### config.mk
export PLATFORM = sky130hd
export DESIGN_NAME = adc_conversion_control
export DESIGN_NICKNAME = d
export VERILOG_FILES = /design/src/rtl/adc_ctrl_pkg.sv /design/src/rtl/tad_divider.sv /design/src/rtl/adc_conversion_control.sv
export VERILOG_INCLUDE_DIRS = /design/src /design/src/rtl
export SDC_FILE = /design/constraint.sdc
export NUM_CORES = 1
export LEC_CHECK = 0
export BUFFER_PORTS_ARGS = -buffer_cell sky130_fd_sc_hd__buf_2
export CAP_MARGIN = 20
export CORE_ASPECT_RATIO = 0.75
export CORE_UTILIZATION = 46
export DETAILED_ROUTE_END_ITERATION = 8
export PLACE_DENSITY_LB_ADDON = 0.3
export SYNTH_ARGS = -nofsm -noshare
export SYNTH_HDL_FRONTEND = slang
export SYNTH_SLANG_ARGS = --single-unit
### constraint.sdc
create_clock -name clk_i -period 2 [get_ports clk_i]
set_input_delay 0 -clock clk_i [delete_from_list [all_inputs] [get_ports clk_i]]
set_output_delay 0 -clock clk_i [all_outputs]
set_load 0.005 [all_outputs]
### src/rtl/adc_ctrl_defs.svh
/*
  Offsets, field positions, reset values and timing counts of the converter
  control block. Assumes inclusion by bare name from rtl/.
*/
`ifndef ADC_CTRL_DEFS_SVH
`define ADC_CTRL_DEFS_SVH

// -----------------------------------------------------------------------------
// Register indices (byte address is four times the index)
// -----------------------------------------------------------------------------
`define IDX_PORT_A_PINS 8'h05
`define IDX_INTERRUPT_CONTROL 8'h0b
`define IDX_PERIPH_IRQ_FLAGS 8'h0c
`define IDX_CONV_RESULT 8'h1e
`define IDX_CONV_CONTROL 8'h1f
`define IDX_PORT_A_DIRECTION 8'h85
`define IDX_PERIPH_IRQ_ENABLES 8'h8c
`define IDX_ANALOG_PIN_CONFIG 8'h9f
`define IDX_CC_MODE 8'ha0

// -----------------------------------------------------------------------------
// Field positions
// -----------------------------------------------------------------------------
`define CTL_CLKSEL_HI 7
`define CTL_CLKSEL_LO 6
`define CTL_CHAN_HI 5
`define CTL_CHAN_LO 3
`define CTL_GO_BIT 2
`define CTL_ON_BIT 0
`define FLAG_CONV_DONE_BIT 6
`define INTCTL_GLOBAL_BIT 7

// -----------------------------------------------------------------------------
// Reset values and codes
// -----------------------------------------------------------------------------
`define RST_CONV_CONTROL 8'h00
`define RST_PIN_CONFIG 3'h0
`define RST_PORT_A_DIR 5'h1f
`define RST_INTERRUPT_CONTROL 8'h00
`define CC_MODE_SPECIAL_TRIGGER 4'hb

// -----------------------------------------------------------------------------
// Timing
// -----------------------------------------------------------------------------
`define CLK_PERIOD_NS 8
`define RC_TAD_NS 4000
`define RC_TAD_CYCLES (`RC_TAD_NS / `CLK_PERIOD_NS)
`define HALF_TADS_PER_CONV 19

`endif

### src/rtl/adc_ctrl_pkg.sv
/*
  Types shared by the converter control block.
  Assumes nothing of its surroundings.
*/
package adc_ctrl_pkg;
  typedef struct packed {
    logic [1:0] clk_sel;
    logic [2:0] channel;
    logic go;
    logic unused;
    logic on;
  } conv_control_t;

  typedef enum logic [1:0] {
    DIV2,
    DIV8,
    DIV32,
    RC_OSC
  } conv_clock_t;
endpackage

### src/rtl/tad_divider.sv
/*
  Half-period tick generator for the bit conversion clock.
  Assumes the caller restarts it at each conversion start.
*/
`timescale 1ns/1ps
`default_nettype none
`include "adc_ctrl_defs.svh"

module tad_divider #(
  parameter int RC_HALF = `RC_TAD_CYCLES / 2
) (
  input wire logic clk_i,
  input wire logic reset_n_i,
  input wire logic restart_i,
  input wire adc_ctrl_pkg::conv_clock_t sel_i,
  output logic half_tick_o
);
  logic [11:0] cnt_q;
  logic [11:0] cnt_d;
  wire logic [11:0] half_len;
  wire logic wrap;

  // A half period of 1, 4, 16 oscillator cycles or half the RC period.
  assign half_len = (sel_i == adc_ctrl_pkg::DIV2) ? 12'h001 :
                    (sel_i == adc_ctrl_pkg::DIV8) ? 12'h004 :
                    (sel_i == adc_ctrl_pkg::DIV32) ? 12'h010 : 12'(RC_HALF);
  assign wrap = (cnt_q >= half_len - 12'h001);
  assign cnt_d = (restart_i || wrap) ? 12'h000 : cnt_q + 12'h001;

  always_ff @(posedge clk_i or negedge reset_n_i) begin
    if (!reset_n_i) begin
      cnt_q <= 12'h000;
      half_tick_o <= 1'b0;
    end else begin
      cnt_q <= cnt_d;
      half_tick_o <= wrap && !restart_i;
    end
  end
endmodule
`default_nettype wire

### src/rtl/adc_conversion_control.sv
/*
  Converter control: registers, start/abort, timing and result capture of an
  8-bit successive-approximation converter, reached over Avalon-MM.
  Assumes a comparator outside that answers each trial code, and a
  capture/compare unit that pulses the special event trigger.
*/
`timescale 1ns/1ps
`default_nettype none
`include "adc_ctrl_defs.svh"

module adc_conversion_control #(
  parameter int RC_HALF = `RC_TAD_CYCLES / 2
) (
  input wire logic clk_i,
  input wire logic reset_n_i,
  input wire logic [9:0] avs_address_i,
  input wire logic avs_read_i,
  input wire logic avs_write_i,
  input wire logic [3:0] avs_byteenable_i,
  input wire logic [31:0] avs_writedata_i,
  output logic [31:0] avs_readdata_o,
  output logic avs_waitrequest_o,
  input wire logic [4:0] port_a_in_i,
  input wire logic special_trigger_i,
  input wire logic compare_high_i,
  output logic [4:0] port_a_out_o,
  output logic [4:0] port_a_oe_o,
  output logic [3:0] analog_pin_mask_o,
  output logic vref_from_pin_o,
  output logic [1:0] mux_channel_o,
  output logic hold_disconnect_o,
  output logic [7:0] dac_code_o,
  output logic timer1_clear_o,
  output logic conv_done_irq_o
);
  // ---------------------------------------------------------------------------
  // Registers
  // ---------------------------------------------------------------------------
  adc_ctrl_pkg::conv_control_t ctl_q;
  logic [2:0] pin_config_select_q;
  logic [4:0] port_latch_q;
  logic [4:0] port_dir_q;
  logic [7:0] intctl_q;
  logic conv_done_irq_flag_q;
  logic conv_done_irq_enable_q;
  logic [3:0] cc_mode_field_q;
  logic [7:0] result_q;
  logic [7:0] sar_q;
  logic [4:0] half_cnt_q;
  logic ack_q;

  // ---------------------------------------------------------------------------
  // Bus decode
  // ---------------------------------------------------------------------------
  wire logic [7:0] idx = avs_address_i[9:2];
  wire logic wr_lane = avs_write_i && avs_byteenable_i[0] && !ack_q;
  wire logic rd_req = avs_read_i && !ack_q;
  wire logic wr_ctl = wr_lane && (idx == `IDX_CONV_CONTROL);
  wire logic wr_cfg = wr_lane && (idx == `IDX_ANALOG_PIN_CONFIG);
  wire logic wr_res = wr_lane && (idx == `IDX_CONV_RESULT);
  wire logic wr_flg = wr_lane && (idx == `IDX_PERIPH_IRQ_FLAGS);
  wire logic wr_ien = wr_lane && (idx == `IDX_PERIPH_IRQ_ENABLES);
  wire logic wr_int = wr_lane && (idx == `IDX_INTERRUPT_CONTROL);
  wire logic wr_prt = wr_lane && (idx == `IDX_PORT_A_PINS);
  wire logic wr_dir = wr_lane && (idx == `IDX_PORT_A_DIRECTION);
  wire logic wr_ccm = wr_lane && (idx == `IDX_CC_MODE);
  wire logic [7:0] wd = avs_writedata_i[7:0];

  // ---------------------------------------------------------------------------
  // Pin configuration
  // ---------------------------------------------------------------------------
  // Bit 4 of the port is never analog.
  logic [3:0] analog_mask;
  always_comb begin
    case (pin_config_select_q)
      3'h0, 3'h2: analog_mask = 4'hf;
      3'h1, 3'h3: analog_mask = 4'hf;
      3'h4: analog_mask = 4'hb;
      3'h5: analog_mask = 4'hb;
      default: analog_mask = 4'h0;
    endcase
  end
  wire logic vref_pin = (pin_config_select_q[2:1] != 2'h3) && pin_config_select_q[0];
  // Pin 3 used as reference is not an analog input channel for port reads.
  wire logic [3:0] analog_in = analog_mask & ~{vref_pin, 3'h0};
  wire logic [4:0] port_read = {port_a_in_i[4], port_a_in_i[3:0] & ~analog_in};

  // ---------------------------------------------------------------------------
  // Conversion sequencing
  // ---------------------------------------------------------------------------
  wire logic trig_ok = special_trigger_i && ctl_q.on
                       && (cc_mode_field_q == `CC_MODE_SPECIAL_TRIGGER);
  wire logic sw_go = wr_ctl && wd[`CTL_GO_BIT] && wd[`CTL_ON_BIT] && ctl_q.on;
  wire logic busy = ctl_q.go;
  wire logic start = !busy && (sw_go || trig_ok);
  wire logic sw_abort = busy && wr_ctl && (!wd[`CTL_GO_BIT] || !wd[`CTL_ON_BIT]);
  wire logic half_tick;
  wire logic bit_edge = busy && half_tick && half_cnt_q[0] == 1'b0
                        && half_cnt_q < 5'd16;
  wire logic finish = busy && half_tick && (half_cnt_q == 5'(`HALF_TADS_PER_CONV - 1));
  wire logic [2:0] bit_pos = 3'(3'h7 - half_cnt_q[3:1]);

  tad_divider #(
    .RC_HALF(RC_HALF)
  ) u_div (
    .clk_i(clk_i),
    .reset_n_i(reset_n_i),
    .restart_i(start),
    .sel_i(adc_ctrl_pkg::conv_clock_t'(ctl_q.clk_sel)),
    .half_tick_o(half_tick)
  );

  // Successive approximation: each trial bit is judged at mid-period.
  logic [7:0] sar_d;
  always_comb begin
    sar_d = sar_q;
    if (start) begin
      sar_d = 8'h80;
    end else if (bit_edge) begin
      sar_d[bit_pos] = compare_high_i;
      if (bit_pos != 3'h0) begin
        sar_d[bit_pos - 3'h1] = 1'b1;
      end
    end
  end

  always_ff @(posedge clk_i or negedge reset_n_i) begin
    if (!reset_n_i) begin
      ctl_q <= `RST_CONV_CONTROL;
      pin_config_select_q <= `RST_PIN_CONFIG;
      port_latch_q <= 5'h00;
      port_dir_q <= `RST_PORT_A_DIR;
      intctl_q <= `RST_INTERRUPT_CONTROL;
      conv_done_irq_flag_q <= 1'b0;
      conv_done_irq_enable_q <= 1'b0;
      cc_mode_field_q <= 4'h0;
      sar_q <= 8'h00;
      half_cnt_q <= 5'h00;
    end else begin
      if (wr_ctl) begin
        ctl_q.clk_sel <= wd[7:6];
        ctl_q.channel <= wd[5:3];
        ctl_q.on <= wd[`CTL_ON_BIT];
      end
      if (start) begin
        ctl_q.go <= 1'b1;
      end else if (finish || sw_abort) begin
        ctl_q.go <= 1'b0;
      end
      if (wr_cfg) pin_config_select_q <= wd[2:0];
      if (wr_prt) port_latch_q <= wd[4:0];
      if (wr_dir) port_dir_q <= wd[4:0];
      if (wr_int) intctl_q <= wd;
      if (wr_ien) conv_done_irq_enable_q <= wd[`FLAG_CONV_DONE_BIT];
      if (wr_ccm) cc_mode_field_q <= wd[3:0];
      // Hardware set wins over a software clear in the same cycle.
      if (finish) begin
        conv_done_irq_flag_q <= 1'b1;
      end else if (wr_flg) begin
        conv_done_irq_flag_q <= wd[`FLAG_CONV_DONE_BIT];
      end
      sar_q <= sar_d;
      half_cnt_q <= start ? 5'h00 : (busy && half_tick) ? half_cnt_q + 5'h01 : half_cnt_q;
    end
  end

  // No reset here: the result survives every reset.
  always_ff @(posedge clk_i) begin
    if (finish) begin
      result_q <= sar_q;
    end else if (wr_res) begin
      result_q <= wd;
    end
  end

  // ---------------------------------------------------------------------------
  // Read mux and bus answer
  // ---------------------------------------------------------------------------
  logic [7:0] rd_byte;
  always_comb begin
    case (idx)
      `IDX_CONV_CONTROL: rd_byte = {ctl_q.clk_sel, ctl_q.channel, ctl_q.go, 1'b0, ctl_q.on};
      `IDX_ANALOG_PIN_CONFIG: rd_byte = {5'h00, pin_config_select_q};
      `IDX_CONV_RESULT: rd_byte = result_q;
      `IDX_PERIPH_IRQ_FLAGS: rd_byte = {1'b0, conv_done_irq_flag_q, 6'h00};
      `IDX_PERIPH_IRQ_ENABLES: rd_byte = {1'b0, conv_done_irq_enable_q, 6'h00};
      `IDX_INTERRUPT_CONTROL: rd_byte = intctl_q;
      `IDX_PORT_A_PINS: rd_byte = {3'h0, port_read};
      `IDX_PORT_A_DIRECTION: rd_byte = {3'h0, port_dir_q};
      `IDX_CC_MODE: rd_byte = {4'h0, cc_mode_field_q};
      default: rd_byte = 8'h00;
    endcase
  end

  always_ff @(posedge clk_i or negedge reset_n_i) begin
    if (!reset_n_i) begin
      ack_q <= 1'b0;
      avs_waitrequest_o <= 1'b1;
      avs_readdata_o <= 32'h0000_0000;
      port_a_out_o <= 5'h00;
      port_a_oe_o <= 5'h00;
      analog_pin_mask_o <= 4'h0;
      vref_from_pin_o <= 1'b0;
      mux_channel_o <= 2'h0;
      hold_disconnect_o <= 1'b0;
      dac_code_o <= 8'h00;
      timer1_clear_o <= 1'b0;
      conv_done_irq_o <= 1'b0;
    end else begin
      ack_q <= (rd_req || (avs_write_i && !ack_q));
      avs_waitrequest_o <= !(rd_req || (avs_write_i && !ack_q));
      if (rd_req) avs_readdata_o <= {24'h000000, rd_byte};
      // Driven pins keep driving even when analog; the converter then sees that level.
      port_a_out_o <= port_latch_q;
      port_a_oe_o <= ~port_dir_q;
      analog_pin_mask_o <= analog_mask;
      vref_from_pin_o <= vref_pin;
      mux_channel_o <= ctl_q.channel[1:0];
      hold_disconnect_o <= start || (busy && !finish && !sw_abort);
      dac_code_o <= sar_d;
      timer1_clear_o <= special_trigger_i
                        && (cc_mode_field_q == `CC_MODE_SPECIAL_TRIGGER);
      conv_done_irq_o <= intctl_q[`INTCTL_GLOBAL_BIT] && conv_done_irq_enable_q
                         && (conv_done_irq_flag_q || finish);
    end
  end

  // ---------------------------------------------------------------------------
  // Checks
  // ---------------------------------------------------------------------------
  go_after_finish_a: assert property (@(posedge clk_i) disable iff (!reset_n_i)
    finish |=> !ctl_q.go && conv_done_irq_flag_q && result_q == $past(sar_q))
    else $error("finish did not clear go, set flag and load result");
  trig_off_a: assert property (@(posedge clk_i) disable iff (!reset_n_i)
    (special_trigger_i && !ctl_q.on && !ctl_q.go) |=> !ctl_q.go)
    else $error("trigger started a conversion while converter off");
  trig_start_a: assert property (@(posedge clk_i) disable iff (!reset_n_i)
    (trig_ok && !busy) |=> ctl_q.go && timer1_clear_o)
    else $error("trigger did not start conversion and clear timer");
  cfg_read_a: assert property (@(posedge clk_i) disable iff (!reset_n_i)
    (rd_req && idx == `IDX_ANALOG_PIN_CONFIG) |=> avs_readdata_o[31:3] == 29'h0)
    else $error("pin config upper bits read nonzero");
  abort_keep_a: assert property (@(posedge clk_i) disable iff (!reset_n_i)
    (sw_abort && !finish && !wr_flg && !wr_res) |=> !ctl_q.go
      && conv_done_irq_flag_q == $past(conv_done_irq_flag_q) && $stable(result_q))
    else $error("abort changed result or flag");
  hold_open_a: assert property (@(posedge clk_i) disable iff (!reset_n_i)
    (busy && !finish && !sw_abort) |=> hold_disconnect_o)
    else $error("hold capacitor reconnected during conversion");
  port_analog_a: assert property (@(posedge clk_i) disable iff (!reset_n_i)
    (rd_req && idx == `IDX_PORT_A_PINS) |=> (avs_readdata_o[3:0] & $past(analog_in)) == 4'h0)
    else $error("analog pin read as nonzero");
  fast_len_a: assert property (@(posedge clk_i) disable iff (!reset_n_i)
    (start && ctl_q.clk_sel == 2'h0 && !wr_ctl) ##1 (busy && !wr_ctl) [*8] |->
      (half_cnt_q == 5'd6))
    else $error("divide-by-2 conversion pace wrong");
  // The first half tick trails the divider restart by two cycles, so only six have counted.
  hold_cut_a: assert property (@(posedge clk_i) disable iff (!reset_n_i)
    start |=> hold_disconnect_o && dac_code_o == 8'h80)
    else $error("start did not cut the hold capacitor with the first trial code");
  abort_release_a: assert property (@(posedge clk_i) disable iff (!reset_n_i)
    sw_abort |=> !ctl_q.go && !hold_disconnect_o)
    else $error("abort left the conversion running");
  off_go_ignored_a: assert property (@(posedge clk_i) disable iff (!reset_n_i)
    (wr_ctl && !ctl_q.on && !busy) |=> !ctl_q.go)
    else $error("go accepted while converter off");
  digital_pins_a: assert property (@(posedge clk_i) disable iff (!reset_n_i)
    (pin_config_select_q[2:1] == 2'h3) |=> analog_pin_mask_o == 4'h0 && !vref_from_pin_o)
    else $error("all-digital code left a pin analog");
  pin2_digital_a: assert property (@(posedge clk_i) disable iff (!reset_n_i)
    (pin_config_select_q[2:1] == 2'h2) |=> analog_pin_mask_o == 4'hb)
    else $error("pin two not digital for its codes");
  trig_timer_a: assert property (@(posedge clk_i) disable iff (!reset_n_i)
    (special_trigger_i && cc_mode_field_q == `CC_MODE_SPECIAL_TRIGGER) |=> timer1_clear_o)
    else $error("trigger did not clear the timer");
  irq_level_a: assert property (@(posedge clk_i) disable iff (!reset_n_i)
    (intctl_q[`INTCTL_GLOBAL_BIT] && conv_done_irq_enable_q && conv_done_irq_flag_q)
      |=> conv_done_irq_o)
    else $error("done interrupt not raised");
endmodule
`default_nettype wire

=== After elaboration in Yosys (flattened, before gate mapping) ===
Cells that the tools add are included.

* Bits in registers: 98
* Input port bits: 57
* Output and inout port bits: 61
* Logic and storage cells: 145

* Add/subtract/negate cells: 5
* $lt $le $gt $ge: 6
* Equality and inequality tests: 19
* Mux-type cells: 22
* Bitwise logic cells: 7
* Reductions and logical operators: 59

{| class="wikitable"
|+ Operators with widths
! cell !! number
|-
| $pmux 8 s9 || 1
|-
| $mux 8 || 6
|-
| $mux 12 || 3
|-
| $logic_and 1x1->1 || 34
|-
| $eq 8x8->1 const B || 4
|-
| $eq 8x4->1 const B || 2
|-
| $eq 8x5->1 const B || 2
|-
| $add 12x1->12 const B || 1
|-
| $ge 12x12->1 || 1
|-
| $sub 12x1->12 const B || 1
|-
| $mux 5 || 2
|-
| $reduce_bool 2->1 || 5
|-
| $and 4x4->4 || 2
|-
| $bwmux 8 || 1
|-
| $eq 8x3->1 const B || 1
|-
| $logic_not 1->1 || 8
|-
| $lt 3x4->1 const B || 2
|-
| $not 4->4 || 2
|-
| $or 8x8->8 || 1
|-
| $pmux 4 s2 || 1
|-
| $logic_or 1x1->1 || 7
|-
| $demux 1 s3 || 2
|-
| $eq 3x2->1 const B || 2
|-
| $eq 3x3->1 const B || 2
|-
| other kinds (19) || 25
|}

=== Logic depth before layout (Yosys ltp) ===
* Depth in word-level cells: 10
* Depth in mapped cells: 10
* Depth with buffers taken out: 9

=== Cells and area by module ===
From an unflattened synthesis, not the netlist that was laid out.

* Cell total of the unflattened synthesis: 460
* Area, all modules: 5064.9 µm²

{| class="wikitable"
|+ By module, submodules not included
! module !! instances !! cells an instance !! area each (µm²) !! seq. area each (µm²)
|-
| adc_conversion_control || 1 || 382 || 4261.6 || 2124.5
|-
| tad_divider || 1 || 78 || 803.3 || 325.3
|}

=== Worst setup path before layout ===
No wires, ideal clock.

* Kind: register to register
* Start: reg ctl_q[7] (netlist bit)
* End: reg u_div.cnt_q[2]
* Setup time: 0.072 ns
* Arrival time: 2.063 ns
* Required time: 1.928 ns
* Setup slack: -0.135 ns
* Cell stages (with the launch flop): 9
* Path buffers: 1
* Period minus slack after synthesis: 2.135 ns
* Cells stage by stage: dfrtp_1 ha_1 inv_1 ha_1 or4_1 a211o_1 a211o_1 clkbuf_1 nor2_1

* Cells in the longest elaborated chain, start to end: 8

{| class="wikitable"
|+ RTL lines
! what !! RTL line !! source
|-
| from (decl) || adc_conversion_control.sv:39 || <nowiki>adc_ctrl_pkg::conv_control_t ctl_q;</nowiki>
|-
| from (signal assigned) || adc_conversion_control.sv:129 || <nowiki>ctl_q <= `RST_CONV_CONTROL;</nowiki>
|-
| $eq 2x2->1 || tad_divider.sv:26 || <nowiki>(sel_i == adc_ctrl_pkg::DIV32) ? 12'h010 : 12'(RC_HALF);</nowiki>
|-
| $mux 8 || tad_divider.sv:26 ||
|-
| $mux 12 || tad_divider.sv:25 || <nowiki>(sel_i == adc_ctrl_pkg::DIV8) ? 12'h004 :</nowiki>
|-
| $mux 12 * || tad_divider.sv:24 || <nowiki>assign half_len = (sel_i == adc_ctrl_pkg::DIV2) ? 12'h001 :</nowiki>
|-
| $sub 12x1->12 * || tad_divider.sv:27 || <nowiki>assign wrap = (cnt_q >= half_len - 12'h001);</nowiki>
|-
| $ge 12x12->1 * || tad_divider.sv:27 ||
|-
| $logic_or 1x1->1 * || tad_divider.sv:28 || <nowiki>assign cnt_d = (restart_i || wrap) ? 12'h000 : cnt_q + 12'h001;</nowiki>
|-
| $mux 12 * || tad_divider.sv:28 ||
|-
| via u_div.cnt_d[2] || tad_divider.sv:19 || <nowiki>logic [11:0] cnt_d;</nowiki>
|-
| to (signal assigned) || tad_divider.sv:35 || <nowiki>cnt_q <= cnt_d;</nowiki>
|-
| to (decl) || tad_divider.sv:18 || <nowiki>logic [11:0] cnt_q;</nowiki>
|}

The timed path passes the listed nets; every way through them passes the cells marked *.
A chain may end at the register's enable or synchronous reset.

=== Final worst setup path ===
* Start: reg ctl_q[7] (netlist bit)
* End: reg u_div.cnt_q[7]

Same word-level chain as after synthesis.

==> impl_results.md <==
- TritonCTS Buffers: 9
- Clk_lat worst skew: 340 ps
- Die height: 90.3 microns
- EDFF count, synth: 8
- Number of setup violations in the final report: 9
- Post-Route WL: 11,000 microns
- Die Span X: 120 microns
- Maxcap violations: 0
- Initial DRC Count: 260
- Tightest Pin Transition: 633 ps
- Share of layout cells above drive strength 1: 27.0%
- Vias in the first global route: 3,478
- Final HPWL DP: 7870 microns
- Initial antenna violation count: 0
- Seq cells post-synth: 96
- Drt pass-1 iters: 5
- Req. time, crit path: 2270 ps
- Initial Utilization: 48.4%
- Post-synthesis instance area: 0.00478 sq mm
- Final Critical Period: 2070 ps
- Global Route Usage Sum: 21.5%
- Failing checks: negative setup slack
- Seq/Total Area, Yosys: 51.2%
- Fin. Hold Viols: 0
- Vias: 3,571
- Total congestion overflow: 0
- # IOs: 118
- Setup WS pre-CTS: -147 ps
- Arrival time at the worst endpoint: 2350 ps
- Via density: 5.37
- DRC: 0
- Status: finished, violations left
- Max clock buf depth: 2
- Number of port buffers: 64
- Die ar.: 0.0108 sq mm
- Ys async rst share: 91.7%
- Nets: 602
- # diodes: 0
- Detail Route Antenna Nets: 0
- Post-Syn Area per Cell: 11.1 sq um
- Post-Syn Instances: 431
- Post-route setup slack: -70.7 ps
- Power Dens Cells: 658 mW/mm^2
- Max Clock Freq: 483 MHz
- CP peak stage delay: 420 ps
- Crit-path most repeated cell: a21o_1
- Root cell of the clock tree: clkbuf_16
- H-tree Lvls: 3
- Pin count of the biggest net entering global routing: 47
- Clock Skew: 9.52 ps
- Hold Path Depth: 2
- Slowest CP cell: dfrtp_1
- Number of library cell types mapped by synthesis: 58
- Row count: 31
- Critical-path cell list: ha_2 > inv_1 > ha_4 > a21o_1 > a21o_1 > a211o_1 > a211o_4 > nor2_2
- Rel. slew slack: 57.8%
- CP Class: flop to flop
- Max-slew violations: 0
- First-pass GRT wire length: 18,000 microns
- Worst Setup End Kind: flop
- Area grow syn2layout: 21.7%
- Worst reg2reg path depth: 8
- Filler cells: 857
- Routed len/inst: 16.6 microns
- CP Launch Type: flop
- GP Congestion: 0.873
- Final period util: 104%
- RSZ-0062 raised after global routing: yes
- Hold Path Class: input port to flop
- Leak: 2.67 nW
- CP max FO: 5
- Ys flop type: dfrtp_1
- Synthesis Warnings: 0
- Hold slack: 17.7 ps
- TritonCTS clock tree: yes
- Clock sink count: 96
- Core ar.: 0.00989 sq mm
- Maximum VDD drop: 0.000488 V
- Clock transition at the registers of the reported paths: 70 ps
## registers in the layout, summed over array words and instances (netlist names), 6 cells and up
name and flops:
intctl_q 8, ctl_q 6, u_div.cnt_q 12, avs_readdata_o 8, dac_code_o 8, result_q 8
## power breakdown
group          leakage, nW  internal [mW]  switching (mW)
Combinational         1.37         0.0853           0.135
Clock                0.133          0.882           0.718
Sequential            1.17           1.99          0.0148
Total                 2.67           2.96           0.867
## worst paths after layout
| path | from | to | slack (ps) |
|---|---|---|---|
| max | ctl_q[7] | u_div.cnt_q[7] | -70 |
| min reg2reg | port_latch_q[1] | port_a_out_o[1] | 370 |
| min | avs_writedata_i[0] | ctl_q[0] | 20 |
| max reg2reg | ctl_q[7] | u_div.cnt_q[7] | -70 |
| min in group asynchronous | reset_n_i | dac_code_o[6] | 200 |
| max in group asynchronous | reset_n_i | avs_waitrequest_o | 1110 |
## worst max-delay path, delay by kind of cell, from the launching register on
family,cells,cell delay [ps]
adders and majority gates,2,400
and+or+nand+nor,1,90
DFF,1,420
AOI/OAI and AO/OA,4,1000
buffers and inverters,1,90
## Yosys cell counts (6+ instances only)
cell,count,area [sq um]
a21oi_1,16,80.1
ha_1,17,213
o21ai_1,12,60.1
nor2_1,29,109
edfxtp_1,8,240
dfrtp_1,82,2050
buf_4,26,195
inv_1,21,78.8
mux2_1,39,439
o21ai_0,11,55.1
nand2b_1,7,43.8
nand3_1,12,60.1
clkbuf_1,10,37.5
dfstp_2,6,158
nand2_1,34,128
## area by class of cell
type	instances	area, sq um	area share [%]
Sequential cell	96	2450	42.1
Multi-Input combinational cell	298	2200	37.8
Timing Repair Buffer	102	649	11.2
Clock buffer	12	246	4.23
Tap cell	132	165	2.84
Inverter	21	78.8	1.35
Clock inverter	4	30.0	0.516
## logic make-up (layout without fill, tap and decap cells)
family / count (synthesis) / in the layout / share of synthesized area, %
flip-flops: 96 / 96 / 51.2
other: 1 / 27 / 0.0784
AO/OA/AOI/OAI: 71 / 72 / 10.0
adder cells (fa/ha/maj): 17 / 17 / 4.45
multiplexers: 43 / 43 / 10.0
AND/OR/NAND/NOR: 130 / 130 / 15.4
XOR/XNOR: 9 / 9 / 1.65
buffers and inverters: 64 / 139 / 7.17
## metrics by stage
stage	total power [mW]	cells	utilization, %	area, sq um	TNS (ps)
final	3.83	665	58.9	5820	-544
after global routing	3.96	665	58.9	5820	-1420
after CTS	3.86	660	57.8	5720	-406
after detailed placement	2.24	631	53.4	5280	-1430
after global placement	2.24	631	53.4	5280	-393
after floorplan	2.16	457	-	4900	-287
## placed cells by master, fill, tap and decap left out, drive strengths merged, types with 3 or more instances in the layout
cell and n:
buf 91, dfrtp 82, mux2 40, nand2 35, nor2 30, conb 27, o21ai 23, inv 22
ha 17, a21oi 16, nand3 12, clkbuf 12, dlygate4sd3 11, edfxtp 8, nand2b 7, dfstp 6
xnor2 5, and2 5, and3 5, a22oi 5, nor4 5, a211o 5, nand3b 4, xor2 4
and4b 4, nand4 4, nor3 4, nor3b 3, nor4b 3, mux2i 3, a211oi 3, a221oi 3
a31o 3
## repair_timing
item	4_1_cts	5_1_grt
setup endpoints to repair	9	28
endpoints found under the hold margin	64	0
gates cloned	1	1
setup buffers	1	4
hold buffers	11	0
pin swaps	5	2
resized for setup	5	19
## per-layer routing
metal	wire length [microns]	global-route usage [%]	vias up
met3	631	5.74	9
met2	4960	30.9	122
met5	0	0	-
met1	5330	31.6	1762
li1	-	-	1678
met4	127	6.25	0
(Power assumes the default switching activity.)
